<file path="src/rtl/apc_pkg.sv">
// Package: register map, field layout, reset values and divider constants
`default_nettype none
package apc_pkg;
    // Register offsets
    localparam logic [7:0] ADDR_AMP_MODE     = 8'h90;
    localparam logic [7:0] ADDR_AMP_INPUT    = 8'h91;
    localparam logic [7:0] ADDR_CHOP_DIV     = 8'h92;
    localparam logic [7:0] ADDR_PUMP_MODE    = 8'h95;
    localparam logic [7:0] ADDR_PUMP_DIV     = 8'h96;
    // Amplifier mode fields, then the pump mode enable bit
    localparam int AMP_EN_BIT   = 0;
    localparam int GAIN_LSB     = 1;
    localparam int CLF_LSB      = 4;
    localparam int BG_EN_BIT    = 6;
    localparam int PUMP_EN_BIT  = 0;
    // Reset values
    localparam logic [7:0] AMP_MODE_RST  = 8'h0e;
    localparam logic [2:0] CHAN_RST      = 3'h0;
    localparam logic [2:0] CHOP_DIV_RST  = 3'h0;
    localparam logic [3:0] PUMP_DIV_RST  = 4'h0;
    localparam logic [7:0] PUMP_MODE_RST = 8'h00;
    // Fixed prescales ahead of the power-of-two stage
    localparam int PUMP_PRE_LOG2 = 2;
    localparam int CHOP_PRE_LOG2 = 5;
    localparam int CNT_W         = 20;
    // Gain codes
    localparam logic [2:0] GAIN_12P5  = 3'h0;
    localparam logic [2:0] GAIN_50    = 3'h1;
    localparam logic [2:0] GAIN_100   = 3'h2;
    localparam logic [2:0] GAIN_200   = 3'h3;
    localparam logic [2:0] GAIN_UNITY = 3'h7;
    // Channel codes
    localparam logic [2:0] CH_DIFF    = 3'h0;
    localparam logic [2:0] CH_POS_CM  = 3'h1;
    localparam logic [2:0] CH_NEG_CM  = 3'h2;
    localparam logic [2:0] CH_SHORT   = 3'h3;
    localparam logic [2:0] CH_TEMP    = 3'h5;
endpackage : apc_pkg
`default_nettype wire

</file>
<file path="src/rtl/apc_ctrl.sv">
// Amplifier and charge-pump clock control register bank
//
// The address-and-strobe port was decided locally.
`default_nettype none

// One software register, loaded by a write strobe to its own address.
// Unused bits are cut off by the caller before they reach the cell.
module apc_reg_cell #(
    parameter int           W    = 8,
    parameter logic [7:0]   ADDR = 8'h00,
    parameter logic [W-1:0] RST  = '0
) (
    // Clock and reset
    input  wire logic         clk_i,
    input  wire logic         rst_n_i,
    // Register port
    input  wire logic [7:0]   addr_i,
    input  wire logic [W-1:0] wdata_i,
    input  wire logic         wr_i,
    // Stored value
    output logic      [W-1:0] q_o
);

    // Whole-address match, so no alias of the offset writes the register
    always_ff @(posedge clk_i or negedge rst_n_i)
    begin
        if (!rst_n_i)
            q_o <= RST;
        else if (wr_i && (addr_i == ADDR))
            q_o <= wdata_i;
    end

endmodule : apc_reg_cell

// Power-of-two clock divider behind a fixed prescale.
// The output is a flop, so the analog side never sees a decode glitch.
module apc_clk_div #(
    parameter int DIV_W    = 4,
    parameter int PRE_LOG2 = 2,
    parameter int CNT_W    = 20
) (
    // Clock and reset
    input  wire logic             clk_i,
    input  wire logic             rst_n_i,
    // Divider control
    input  wire logic             run_i,
    input  wire logic [DIV_W-1:0] div_i,
    // Divided clock
    output logic                  clk_o
);

    logic [CNT_W-1:0] cnt_r;
    logic [CNT_W-1:0] half;
    logic             tog;

    // Half period in clock cycles: 2^(PRE_LOG2 - 1 + div)
    assign half = CNT_W'(1) << (PRE_LOG2 - 1 + int'(div_i));
    // Compare with >= so a smaller divider ends the running half at once
    assign tog  = (cnt_r >= half - CNT_W'(1));

    // Count and toggle; a stopped divider sits low with a cleared count
    always_ff @(posedge clk_i or negedge rst_n_i)
    begin
        if (!rst_n_i)
        begin
            cnt_r <= '0;
            clk_o <= 1'b0;
        end
        else if (!run_i)
        begin
            cnt_r <= '0;
            clk_o <= 1'b0;
        end
        else if (tog)
        begin
            cnt_r <= '0;
            clk_o <= ~clk_o;
        end
        else
            cnt_r <= cnt_r + CNT_W'(1);
    end

endmodule : apc_clk_div

// Register bank top: five registers, two dividers, registered controls.
// Every control output lags its register by one cycle.
module apc_ctrl (
    // Clock and reset
    input  wire logic       clk_i,
    input  wire logic       rst_n_i,
    // Register port
    input  wire logic [7:0] addr_i,
    input  wire logic [7:0] wdata_i,
    input  wire logic       wr_i,
    input  wire logic       rd_i,
    output logic      [7:0] rdata_o,
    // Analog controls
    output logic            amp_en_o,
    output logic      [2:0] gain_sel_o,
    output logic            gain_reserved_o,
    output logic      [1:0] chop_low_freq_o,
    output logic            bandgap_en_o,
    output logic            pump_reg_en_o,
    output logic      [3:0] pump_ctrl_o,
    // Input routing one-hot: diff, pos/cm, neg/cm, short, sensor
    output logic      [4:0] route_o,
    output logic            sensor_to_pos_o,
    output logic            fixed_to_neg_o,
    // Divided clocks
    output logic            pump_clk_o,
    output logic            chop_clk_o
);

    logic [7:0]             amp_mode_r;
    logic [2:0]             chan_r;
    logic [2:0]             chop_div_r;
    logic [3:0]             pump_div_r;
    logic [7:0]             pump_mode_r;
    logic [4:0]             route_nxt;

    // Amplifier mode; bit 7 does not exist and is stored as zero
    apc_reg_cell #(
        .W    (8),
        .ADDR (apc_pkg::ADDR_AMP_MODE),
        .RST  (apc_pkg::AMP_MODE_RST)
    ) amp_mode_inst (
        .clk_i   (clk_i),
        .rst_n_i (rst_n_i),
        .addr_i  (addr_i),
        .wdata_i ({1'b0, wdata_i[6:0]}),
        .wr_i    (wr_i),
        .q_o     (amp_mode_r)
    );

    // Input channel select, three bits
    apc_reg_cell #(
        .W    (3),
        .ADDR (apc_pkg::ADDR_AMP_INPUT),
        .RST  (apc_pkg::CHAN_RST)
    ) chan_inst (
        .clk_i   (clk_i),
        .rst_n_i (rst_n_i),
        .addr_i  (addr_i),
        .wdata_i (wdata_i[2:0]),
        .wr_i    (wr_i),
        .q_o     (chan_r)
    );

    // Chopper clock divider, write-only
    apc_reg_cell #(
        .W    (3),
        .ADDR (apc_pkg::ADDR_CHOP_DIV),
        .RST  (apc_pkg::CHOP_DIV_RST)
    ) chop_div_inst (
        .clk_i   (clk_i),
        .rst_n_i (rst_n_i),
        .addr_i  (addr_i),
        .wdata_i (wdata_i[2:0]),
        .wr_i    (wr_i),
        .q_o     (chop_div_r)
    );

    // Pump clock divider, write-only, four bits
    apc_reg_cell #(
        .W    (4),
        .ADDR (apc_pkg::ADDR_PUMP_DIV),
        .RST  (apc_pkg::PUMP_DIV_RST)
    ) pump_div_inst (
        .clk_i   (clk_i),
        .rst_n_i (rst_n_i),
        .addr_i  (addr_i),
        .wdata_i (wdata_i[3:0]),
        .wr_i    (wr_i),
        .q_o     (pump_div_r)
    );

    // Pump mode; bit 3 is a status position and is stored as zero
    apc_reg_cell #(
        .W    (8),
        .ADDR (apc_pkg::ADDR_PUMP_MODE),
        .RST  (apc_pkg::PUMP_MODE_RST)
    ) pump_mode_inst (
        .clk_i   (clk_i),
        .rst_n_i (rst_n_i),
        .addr_i  (addr_i),
        .wdata_i ({wdata_i[7:4], 1'b0, wdata_i[2:0]}),
        .wr_i    (wr_i),
        .q_o     (pump_mode_r)
    );

    // Read data one cycle after the strobe; write-only registers read zero
    always_ff @(posedge clk_i or negedge rst_n_i)
    begin
        if (!rst_n_i)
            rdata_o <= 8'h00;
        else if (rd_i)
        begin
            case (addr_i)
                apc_pkg::ADDR_AMP_MODE:  rdata_o <= amp_mode_r;
                apc_pkg::ADDR_AMP_INPUT: rdata_o <= {5'h00, chan_r};
                apc_pkg::ADDR_PUMP_MODE: rdata_o <= pump_mode_r;
                default:                 rdata_o <= 8'h00;
            endcase
        end
        else
            rdata_o <= 8'h00;
    end

    // Pump clock: cpu clock / 4 / 2^divider, always running
    apc_clk_div #(
        .DIV_W    (4),
        .PRE_LOG2 (apc_pkg::PUMP_PRE_LOG2),
        .CNT_W    (apc_pkg::CNT_W)
    ) pump_clk_inst (
        .clk_i   (clk_i),
        .rst_n_i (rst_n_i),
        .run_i   (1'b1),
        .div_i   (pump_div_r),
        .clk_o   (pump_clk_o)
    );

    // Chopper clock: cpu clock / 32 / 2^divider.
    // Held low and cleared while the amplifier is off, so it starts clean.
    apc_clk_div #(
        .DIV_W    (3),
        .PRE_LOG2 (apc_pkg::CHOP_PRE_LOG2),
        .CNT_W    (apc_pkg::CNT_W)
    ) chop_clk_inst (
        .clk_i   (clk_i),
        .rst_n_i (rst_n_i),
        .run_i   (amp_mode_r[apc_pkg::AMP_EN_BIT]),
        .div_i   (chop_div_r),
        .clk_o   (chop_clk_o)
    );

    // Channel decode to one-hot routing
    always_comb
    begin
        case (chan_r)
            apc_pkg::CH_DIFF:   route_nxt = 5'h01;
            apc_pkg::CH_POS_CM: route_nxt = 5'h02;
            apc_pkg::CH_NEG_CM: route_nxt = 5'h04;
            apc_pkg::CH_SHORT:  route_nxt = 5'h08;
            apc_pkg::CH_TEMP:   route_nxt = 5'h10;
            default:            route_nxt = 5'h00;
        endcase
    end

    // Registered amplifier controls
    always_ff @(posedge clk_i or negedge rst_n_i)
    begin
        if (!rst_n_i)
        begin
            amp_en_o        <= 1'b0;
            gain_sel_o      <= apc_pkg::GAIN_UNITY;
            gain_reserved_o <= 1'b0;
            chop_low_freq_o <= 2'h0;
            bandgap_en_o    <= 1'b0;
        end
        else
        begin
            amp_en_o        <= amp_mode_r[apc_pkg::AMP_EN_BIT];
            gain_sel_o      <= amp_mode_r[apc_pkg::GAIN_LSB +: 3];
            gain_reserved_o <= amp_mode_r[3] & (amp_mode_r[2:1] != 2'h3);
            chop_low_freq_o <= amp_mode_r[apc_pkg::CLF_LSB +: 2];
            bandgap_en_o    <= amp_mode_r[apc_pkg::BG_EN_BIT];
        end
    end

    // Registered pump controls; the upper nibble goes out unchanged
    // so the supply enables follow software one cycle later
    always_ff @(posedge clk_i or negedge rst_n_i)
    begin
        if (!rst_n_i)
        begin
            pump_reg_en_o   <= 1'b0;
            pump_ctrl_o     <= 4'h0;
        end
        else
        begin
            pump_reg_en_o   <= pump_mode_r[apc_pkg::PUMP_EN_BIT];
            pump_ctrl_o     <= {pump_mode_r[7:4]};
        end
    end

    // Registered input routing; reserved codes open every switch
    always_ff @(posedge clk_i or negedge rst_n_i)
    begin
        if (!rst_n_i)
        begin
            route_o         <= 5'h00;
            sensor_to_pos_o <= 1'b0;
            fixed_to_neg_o  <= 1'b0;
        end
        else
        begin
            route_o         <= route_nxt;
            sensor_to_pos_o <= route_nxt[4];
            fixed_to_neg_o  <= route_nxt[4];
        end
    end

endmodule : apc_ctrl
`default_nettype wire

</file>
<file path="config.mk">
export PLATFORM = sky130hd
export DESIGN_NAME = apc_ctrl
export DESIGN_NICKNAME = d
export VERILOG_FILES = /design/src/rtl/apc_pkg.sv /design/src/rtl/apc_ctrl.sv
export SDC_FILE = /design/constraint.sdc
export NUM_CORES = 1
export LEC_CHECK = 0
export ABC_AREA = 1
export BUFFER_PORTS_ARGS = -buffer_cell sky130_fd_sc_hd__buf_2
export CAP_MARGIN = 10
export CORE_AREA = 2 2 108 110
export CTS_CLUSTER_DIAMETER = 100
export DETAILED_ROUTE_END_ITERATION = 8
export DIE_AREA = 0 0 110 112
export MAX_ROUTING_LAYER = met4
export PLACE_DENSITY = 0.72
export SYNTH_ARGS = -nofsm -noshare
export SYNTH_HDL_FRONTEND = slang
export SYNTH_SLANG_ARGS = --single-unit
</file>
<file path="constraint.sdc">
create_clock -name clk_i -period 7.85 [get_ports clk_i]
set_clock_uncertainty 0.05 [all_clocks]
set_input_delay 1.57 -clock clk_i [delete_from_list [all_inputs] [get_ports clk_i]]
set_output_delay 1.57 -clock clk_i [all_outputs]
set_load 0.01 [all_outputs]
</file>
==> flow_summary.json, run 1 <==
{
  "worst_setup_path_end_kind": "register",
  "yosys.area_share.xor_xnor_pct": 4.38,
  "fillerInstances": 1032,
  "worst-path-max-fanout": 21,
  "area.growth.synth_to_final_pct": 14.1,
  "initial_core_util_pct": 44.8,
  "final_hold_viol_count": 0,
  "power.internal_uw": 796,
  "cts_inserted_buffers": 9,
  "rsz0062_at_grt": "no",
  "synthesis.yosys.warnings": 0,
  "power_per_cell_area_nw_per_um2": 201,
  "timing.final.setup_violations": 0,
  "top_level_ports": 50,
  "core_rows": 39,
  "grt_pass1_vias": 3809,
  "tritoncts": "built",
  "seq_area_um2": 2310,
  "numPortBuffers": 49,
  "antenna_found_initial": 0,
  "detail_route.wirelength_um": 10300,
  "htreeDepth": 3,
  "setup_ws_ns": 4.61,
  "fp.dieW_um": 110,
  "clk_pin_slew_worst_paths_ns": 0.07,
  "cts_resized": 0,
  "sequential_area_share_after_synthesis_pct": 46.2,
  "mappedNetlistArea_um2": 5000,
  "finalCoreUtilization_pct": 51.1,
  "worst_ir_drop_vdd_mv": 0.138,
  "synth_mux_area_share_pct": 0.225,
  "seq_power_share_pct": 47.0,
  "clk_latency_ns": 0.34,
  "drtIter0Drc": 308,
  "post-dp-hpwl_um": 7770,
  "multi_input_comb_area_um2": 2400,
  "route.antenna.remaining_nets": 0,
  "remaining_drc_errors": 0,
  "outcome": "finished, final reports clean",
  "place_worst_setup_slack_ns": 4.61,
  "min_period_ns": 3.24,
  "least_margin_pin_slew_ns": 1.10,
  "grt_pass1_wl_um": 17300,
  "yosys_most_used_dff": "dfrtp_1",
  "vias_per_cell": 4.88,
  "totalNegativeSetupSlack_ns": 0,
  "ctsRootBufferMaster": "clkbuf_16",
  "critPathArrivalTime_ns": 3.44,
  "firstDrtPassIters": 4,
  "maxCapViolCount": 0,
  "min_path_type": "reg -> reg",
  "die_h_um": 112,
  "netSwitchingPower_uw": 351,
  "synth.ff_latch_count": 92,
  "syn-instance-count": 615,
  "drt-wirelength-per-cell_um": 12.5,
  "fin_crit_sh_pct": 41.3,
  "startpoint_type": "register",
  "grt_overflow_total": 0,
  "drive_gt1_share_pct": 15.7,
  "max_slew_margin_pct": 26.5,
  "synth_enable_flop_cells": 0,
  "achievable_freq_ghz": 0.308,
  "number_of_unique_standard_cell_types_used_by_synthesis": 36,
  "timing_worst_setup_path_type": "reg -> reg",
  "post_synthesis_compound_gate_area_fraction_pct": 5.85,
  "synth_simple_gate_area_share_pct": 28.3,
  "design.die.area_um2": 12300,
  "p_sw_share_pct": 30.6,
  "grt_start_max_net_pins": 90,
  "post_cts_hold_buffer_count": 0,
  "power.leakage_uw": 0.00286,
  "cts_setup_buffers": 0,
  "routed-via-count": 4027,
  "synth_top_family_by_area": "simple AND/OR/NAND/NOR gates",
  "crit_required_ns": 8.05,
  "antenna-diode-count": 0,
  "final_net_count": 730,
  "adder_cell_share_of_the_synthesized_area_pct": 8.25,
  "clkSinkCount": 92,
  "power_frac_clock_pct": 36.5,
  "finalMaxSlewViolations": 0,
  "combPwrFrac_pct": 16.5,
  "ctsLongestPathBuffers": 2,
  "core_area_um2": 11200,
  "weighted_congestion_reported_at_the_end_of_routability_driven_placement": 0.940,
  "grt_usage_pct": 18.4,
  "avgSynthCellArea_um2": 8.14,
  "synth-async-reset-ratio_pct": 100
}
==> flip-flops by register name, indices dropped and copies added (netlist names) <==
| name | cells |
|---|---|
| chop_clk_inst.cnt_r | 20 |
| pump_clk_inst.cnt_r | 20 |
| rdata_o | 8 |
| amp_mode_inst.q_o | 7 |
| pump_mode_inst.q_o | 7 |
| pump_ctrl_o | 4 |
| pump_div_inst.q_o | 4 |
| route_o | 4 |
| chan_inst.q_o | 3 |
| chop_div_inst.q_o | 3 |
| gain_sel_o | 3 |
| chop_low_freq_o | 2 |
| amp_en_o | 1 |
| bandgap_en_o | 1 |
| chop_clk_inst.clk_o | 1 |
| fixed_to_neg_o | 1 |
| gain_reserved_o | 1 |
| pump_clk_inst.clk_o | 1 |
| pump_reg_en_o | 1 |
==> power groups by stage <==
stage                     clock (uW)  sequential [uW]  combinational [uW]
after CTS                        430              539                 191
after global placement             0              547                 181
after detailed placement           0              548                 189
after floorplan                    0              540                 135
final                            419              540                 189
after global routing             450              544                 222
==> final timing paths <==
| kind | startpoint | endpoint | slack [ns] | cells after the start |
|---|---|---|---|---|
| setup / recovery | pump_div_inst.q_o[1] | pump_clk_inst.cnt_r[5] | 4.61 | 23 |
| hold / removal | amp_mode_inst.q_o[3] | gain_sel_o[2] | 0.34 | 0 |
| setup reg to reg | pump_div_inst.q_o[1] | pump_clk_inst.cnt_r[5] | 4.61 | 23 |
| hold reg to reg | amp_mode_inst.q_o[3] | gain_sel_o[2] | 0.34 | 0 |
| max in group asynchronous | rst_n_i | chan_inst.q_o[1] | 5.53 | 2 |
| min in group asynchronous | rst_n_i | pump_clk_inst.cnt_r[15] | 0.96 | 1 |
==> cells by family (layout without fill, tap and decap cells) <==
kind of cell    count (synthesis)  in the layout
flops                          92             92
fa+ha+maj                      33             33
other cells                     2             13
compound gates                 51             51
mux                             1              1
xor+xnor                       25             25
simple gates                  328            328
buf+inv                        83            139
==> worst max-delay path: stages, from the launching register on <==
cell,delay [ns]
dfrtp_1,0.41
inv_1,0.08
nand2_1,0.08
nor2_1,0.12
inv_1,0.07
nor2_1,0.12
inv_1,0.06
ha_1,0.26
inv_1,0.11
nor2_4,0.05
nand2_1,0.09
o21ai_0,0.09
nand2_1,0.08
nand2_1,0.05
ha_1,0.28
nand2_1,0.06
inv_1,0.05
nand2_1,0.07
nand2_1,0.05
nand2_1,0.05
nand2_1,0.04
a21oi_1,0.14
nand2_1,0.42
nor2_1,0.26
==> cells in the mapped netlist, types with 2 or more instances <==
cell / instances / share of area, %
xnor2_1: 9 / 1.6
nand3_1: 30 / 3.0
ha_1: 33 / 8.3
nor2_2: 7 / 0.88
inv_2: 5 / 0.38
conb_1: 2 / 0.15
nand3b_1: 3 / 0.45
xor2_1: 16 / 2.8
a21oi_1: 14 / 1.4
o21ai_2: 7 / 1.2
buf_4: 3 / 0.45
a21o_1: 2 / 0.30
buf_2: 5 / 0.50
nand2_1: 164 / 12
nor3_2: 3 / 0.60
dfrtp_1: 86 / 43
o21ai_1: 10 / 1.0
nand4_1: 9 / 1.1
dfstp_2: 6 / 3.2
nor2_4: 2 / 0.45
nor2_1: 86 / 6.5
inv_1: 68 / 5.1
o21ai_0: 15 / 1.5
nor3_1: 13 / 1.3
nand3_2: 2 / 0.40
nand2_2: 5 / 0.63
==> through the flow <==
step           total power [uW]  std cells  hold WS, ns  instance area [um^2]
2_1_floorplan               675        626        0.311                  5040
3_3_place_gp                728        809        0.318                  5420
3_5_place_dp                737        809        0.318                  5420
4_1_cts                    1160        825        0.341                  5710
5_1_grt                    1220        825        0.347                  5710
6_report                   1150        825        0.337                  5710
==> layout by cell type, fill, tap and decap left out, types with 10 or more instances in the layout <==
cell type / n
ha_1: 33
buf_2: 48
xor2_1: 16
nand3_1: 30
nand2_1: 164
nor3_1: 13
a21oi_1: 14
inv_1: 68
o21ai_0: 15
nor2_1: 86
o21ai_1: 10
dfrtp_1: 86
conb_1: 13
==> area by class of cell <==
cell class	instances	share of cell area, %
Sequential cell	92	40.5
Tap cell	143	3.13
Timing Repair Buffer	50	4.47
Inverter	73	4.80
Clock inverter	7	1.18
Multi-Input combinational cell	451	42.0
Clock buffer	9	3.94
==> per-layer routing <==
| metal | GRT usage (%) | wire [um] | up-vias |
|---|---|---|---|
| li1 | - | - | 2062 |
| met1 | 23.5 | 4630 | 1878 |
| met2 | 29.4 | 5120 | 71 |
| met3 | 3.98 | 384 | 16 |
| met4 | 4.98 | 161 | 0 |
| met5 | - | 0 | - |
No activity file was read; power rests on OpenSTA's default activity.
==> inputs of run 2 (changes only) <==
==> constraint.sdc (replaced) <==
create_clock -name clk_i -period 3.4 [get_ports clk_i]
set_clock_uncertainty 0.05 [all_clocks]
set_input_delay 0.68 -clock clk_i [delete_from_list [all_inputs] [get_ports clk_i]]
set_output_delay 0.68 -clock clk_i [all_outputs]
set_load 0.01 [all_outputs]
==> run 2 against run 1 <==
Against the previous run: fmax grew 8.1%; total power increased by 130%; critical path depth is 3 higher; final cell count grew 0.24%; via count increased by 0.55%; final area rose by 0.26%; register-to-register slack worse by 4.2 ns; largest power group unchanged.
==> flow_summary.json, run 2 (synthesized netlist as in run 1, its figures left out) <==
{
  "firstDrtPassIters": 4,
  "ctsRootBufferMaster": "clkbuf_16",
  "antenna-diode-count": 0,
  "startpoint_type": "register",
  "top_regs": "chop_clk_inst.cnt_r x20, pump_clk_inst.cnt_r x20, rdata_o x8",
  "fin_crit_sh_pct": 88.2,
  "reg2reg_to": "pump_clk_inst.clk_o",
  "min_period_ns": 3.00,
  "numPlacedInstances": 811,
  "timing.rr.start": "pump_div_inst.q_o[1]",
  "finalNonFillerCells": 827,
  "worst_setup_path_end_kind": "register",
  "most-common-layout-cells": "nand2_1, nor2_1, dfrtp_1",
  "clk_latency_ns": 0.34,
  "power_per_cell_area_nw_per_um2": 465,
  "weighted_congestion_reported_at_the_end_of_routability_driven_placement": 0.904,
  "final_hold_viol_count": 0,
  "final_common_cell": "nand2_1",
  "clkSinkCount": 92,
  "remaining_drc_errors": 0,
  "drt-wirelength-per-cell_um": 12.7,
  "crit_required_ns": 3.59,
  "setup_ws_ns": 0.401,
  "worst-path-max-fanout": 21,
  "top_level_ports": 50,
  "timing.final.setup_violations": 0,
  "ctsLongestPathBuffers": 2,
  "core_area_um2": 11200,
  "die_h_um": 112,
  "post-dp-hpwl_um": 8000,
  "cts_setup_buffers": 0,
  "drtIter0Drc": 311,
  "cts_resized": 0,
  "post_cts_hold_buffer_count": 0,
  "final_net_count": 732,
  "finalMaxSlewViolations": 0,
  "grt_pass1_vias": 3780,
  "antenna_found_initial": 0,
  "vias_per_cell": 4.90,
  "totalNegativeSetupSlack_ns": 0,
  "timing_worst_setup_path_type": "reg -> reg",
  "htreeDepth": 3,
  "core_rows": 39,
  "grt_start_max_net_pins": 41,
  "area.growth.synth_to_final_pct": 14.4,
  "detail_route.wirelength_um": 10500,
  "grt_usage_pct": 18.8,
  "outcome": "finished, final reports clean",
  "grt_overflow_total": 0,
  "clk_pin_slew_worst_paths_ns": 0.07,
  "rsz0062_at_grt": "no",
  "drive_gt1_share_pct": 15.9,
  "power.leakage_uw": 0.00287,
  "worst-r2r-cell-count": 26,
  "routed-via-count": 4049,
  "cts_inserted_buffers": 9,
  "grt_pass1_wl_um": 17700,
  "initial_core_util_pct": 44.8,
  "reg2reg_setup_slack_ns": 0.40,
  "place_worst_setup_slack_ns": 0.430,
  "worst_ir_drop_vdd_mv": 0.279,
  "design.die.area_um2": 12300,
  "min_path_type": "in -> async",
  "critPathArrivalTime_ns": 3.19,
  "tritoncts": "built",
  "finalCoreUtilization_pct": 51.2,
  "maxCapViolCount": 0,
  "numPortBuffers": 49,
  "achievable_freq_ghz": 0.333,
  "hold_slack_ns": 0.245,
  "route.antenna.remaining_nets": 0,
  "fp.dieW_um": 110
}
[run 2: cell count changes in the layout (fill, tap and decap cells not counted)]
cell,before,now
buf_4,2,4
[run 2: area by class of cell]
cell class                 instances  area [um^2]
fill                            1059         5450
multi-input combinational        451         2400
sequential                        92         2310
inverter                          73          274
timing repair buffer              52          270
clock buffer                       9          225
tap                              143          179
clock inverter                     7         67.6
[run 2: worst max path at each step]
| stage | start | end | cells after the start |
|---|---|---|---|
| 2_1_floorplan | pump_div_inst.q_o[1] | pump_clk_inst.cnt_r[17] | 22 |
| 3_3_place_gp | pump_div_inst.q_o[1] | pump_clk_inst.cnt_r[9] | 22 |
| 3_5_place_dp | pump_div_inst.q_o[1] | pump_clk_inst.clk_o | 26 |
| 4_1_cts | pump_div_inst.q_o[1] | pump_clk_inst.clk_o | 23 |
| 5_1_grt | pump_div_inst.q_o[0] | pump_clk_inst.clk_o | 26 |
| 6_report | pump_div_inst.q_o[1] | pump_clk_inst.clk_o | 26 |
[run 2: critical path, cell delays in order, from the launching register on]
cell and delay [ns]:
dfrtp_1 0.38, inv_1 0.06, nand2_1 0.11, nor2_1 0.07, inv_1 0.08, nor2_1 0.05
inv_1 0.07, ha_1 0.25, inv_1 0.10, nor2_4 0.15, nand2_1 0.10, inv_1 0.11
nand2_1 0.06, nand3_1 0.06, nand2_1 0.06, ha_1 0.26, nand2_1 0.06, inv_1 0.05
nand2_1 0.06, nand2_1 0.04, nand2_1 0.05, nand2_1 0.04, a21oi_1 0.16, nand2_1 0.07
buf_4 0.20, nand2_1 0.08, nand2_1 0.05
[run 2: per-stage QoR]
stage                     area (um^2)  power (uW)
after detailed placement         5430        1710
after global routing             5720        2810
after floorplan                  5040        1560
after CTS                        5720        2690
after global placement           5430        1690
final                            5720        2660
[run 2: metal layers]
| metal | vias up | part of all wire [%] | global-route usage (%) |
|---|---|---|---|
| li1 | 2065 | - | - |
| met1 | 1909 | 44 | 24.2 |
| met2 | 67 | 51 | 30.2 |
| met3 | 8 | 3.2 | 4.57 |
| met4 | 0 | 0.99 | 4.05 |
| met5 | - | 0 | - |
[run 2: where the power goes]
group / total, uW / internal (uW) / switching, uW
logic: 440 / 162 / 278
clock network: 975 / 515 / 460
registers: 1250 / 1170 / 78.6
total: 2660 / 1840 / 817
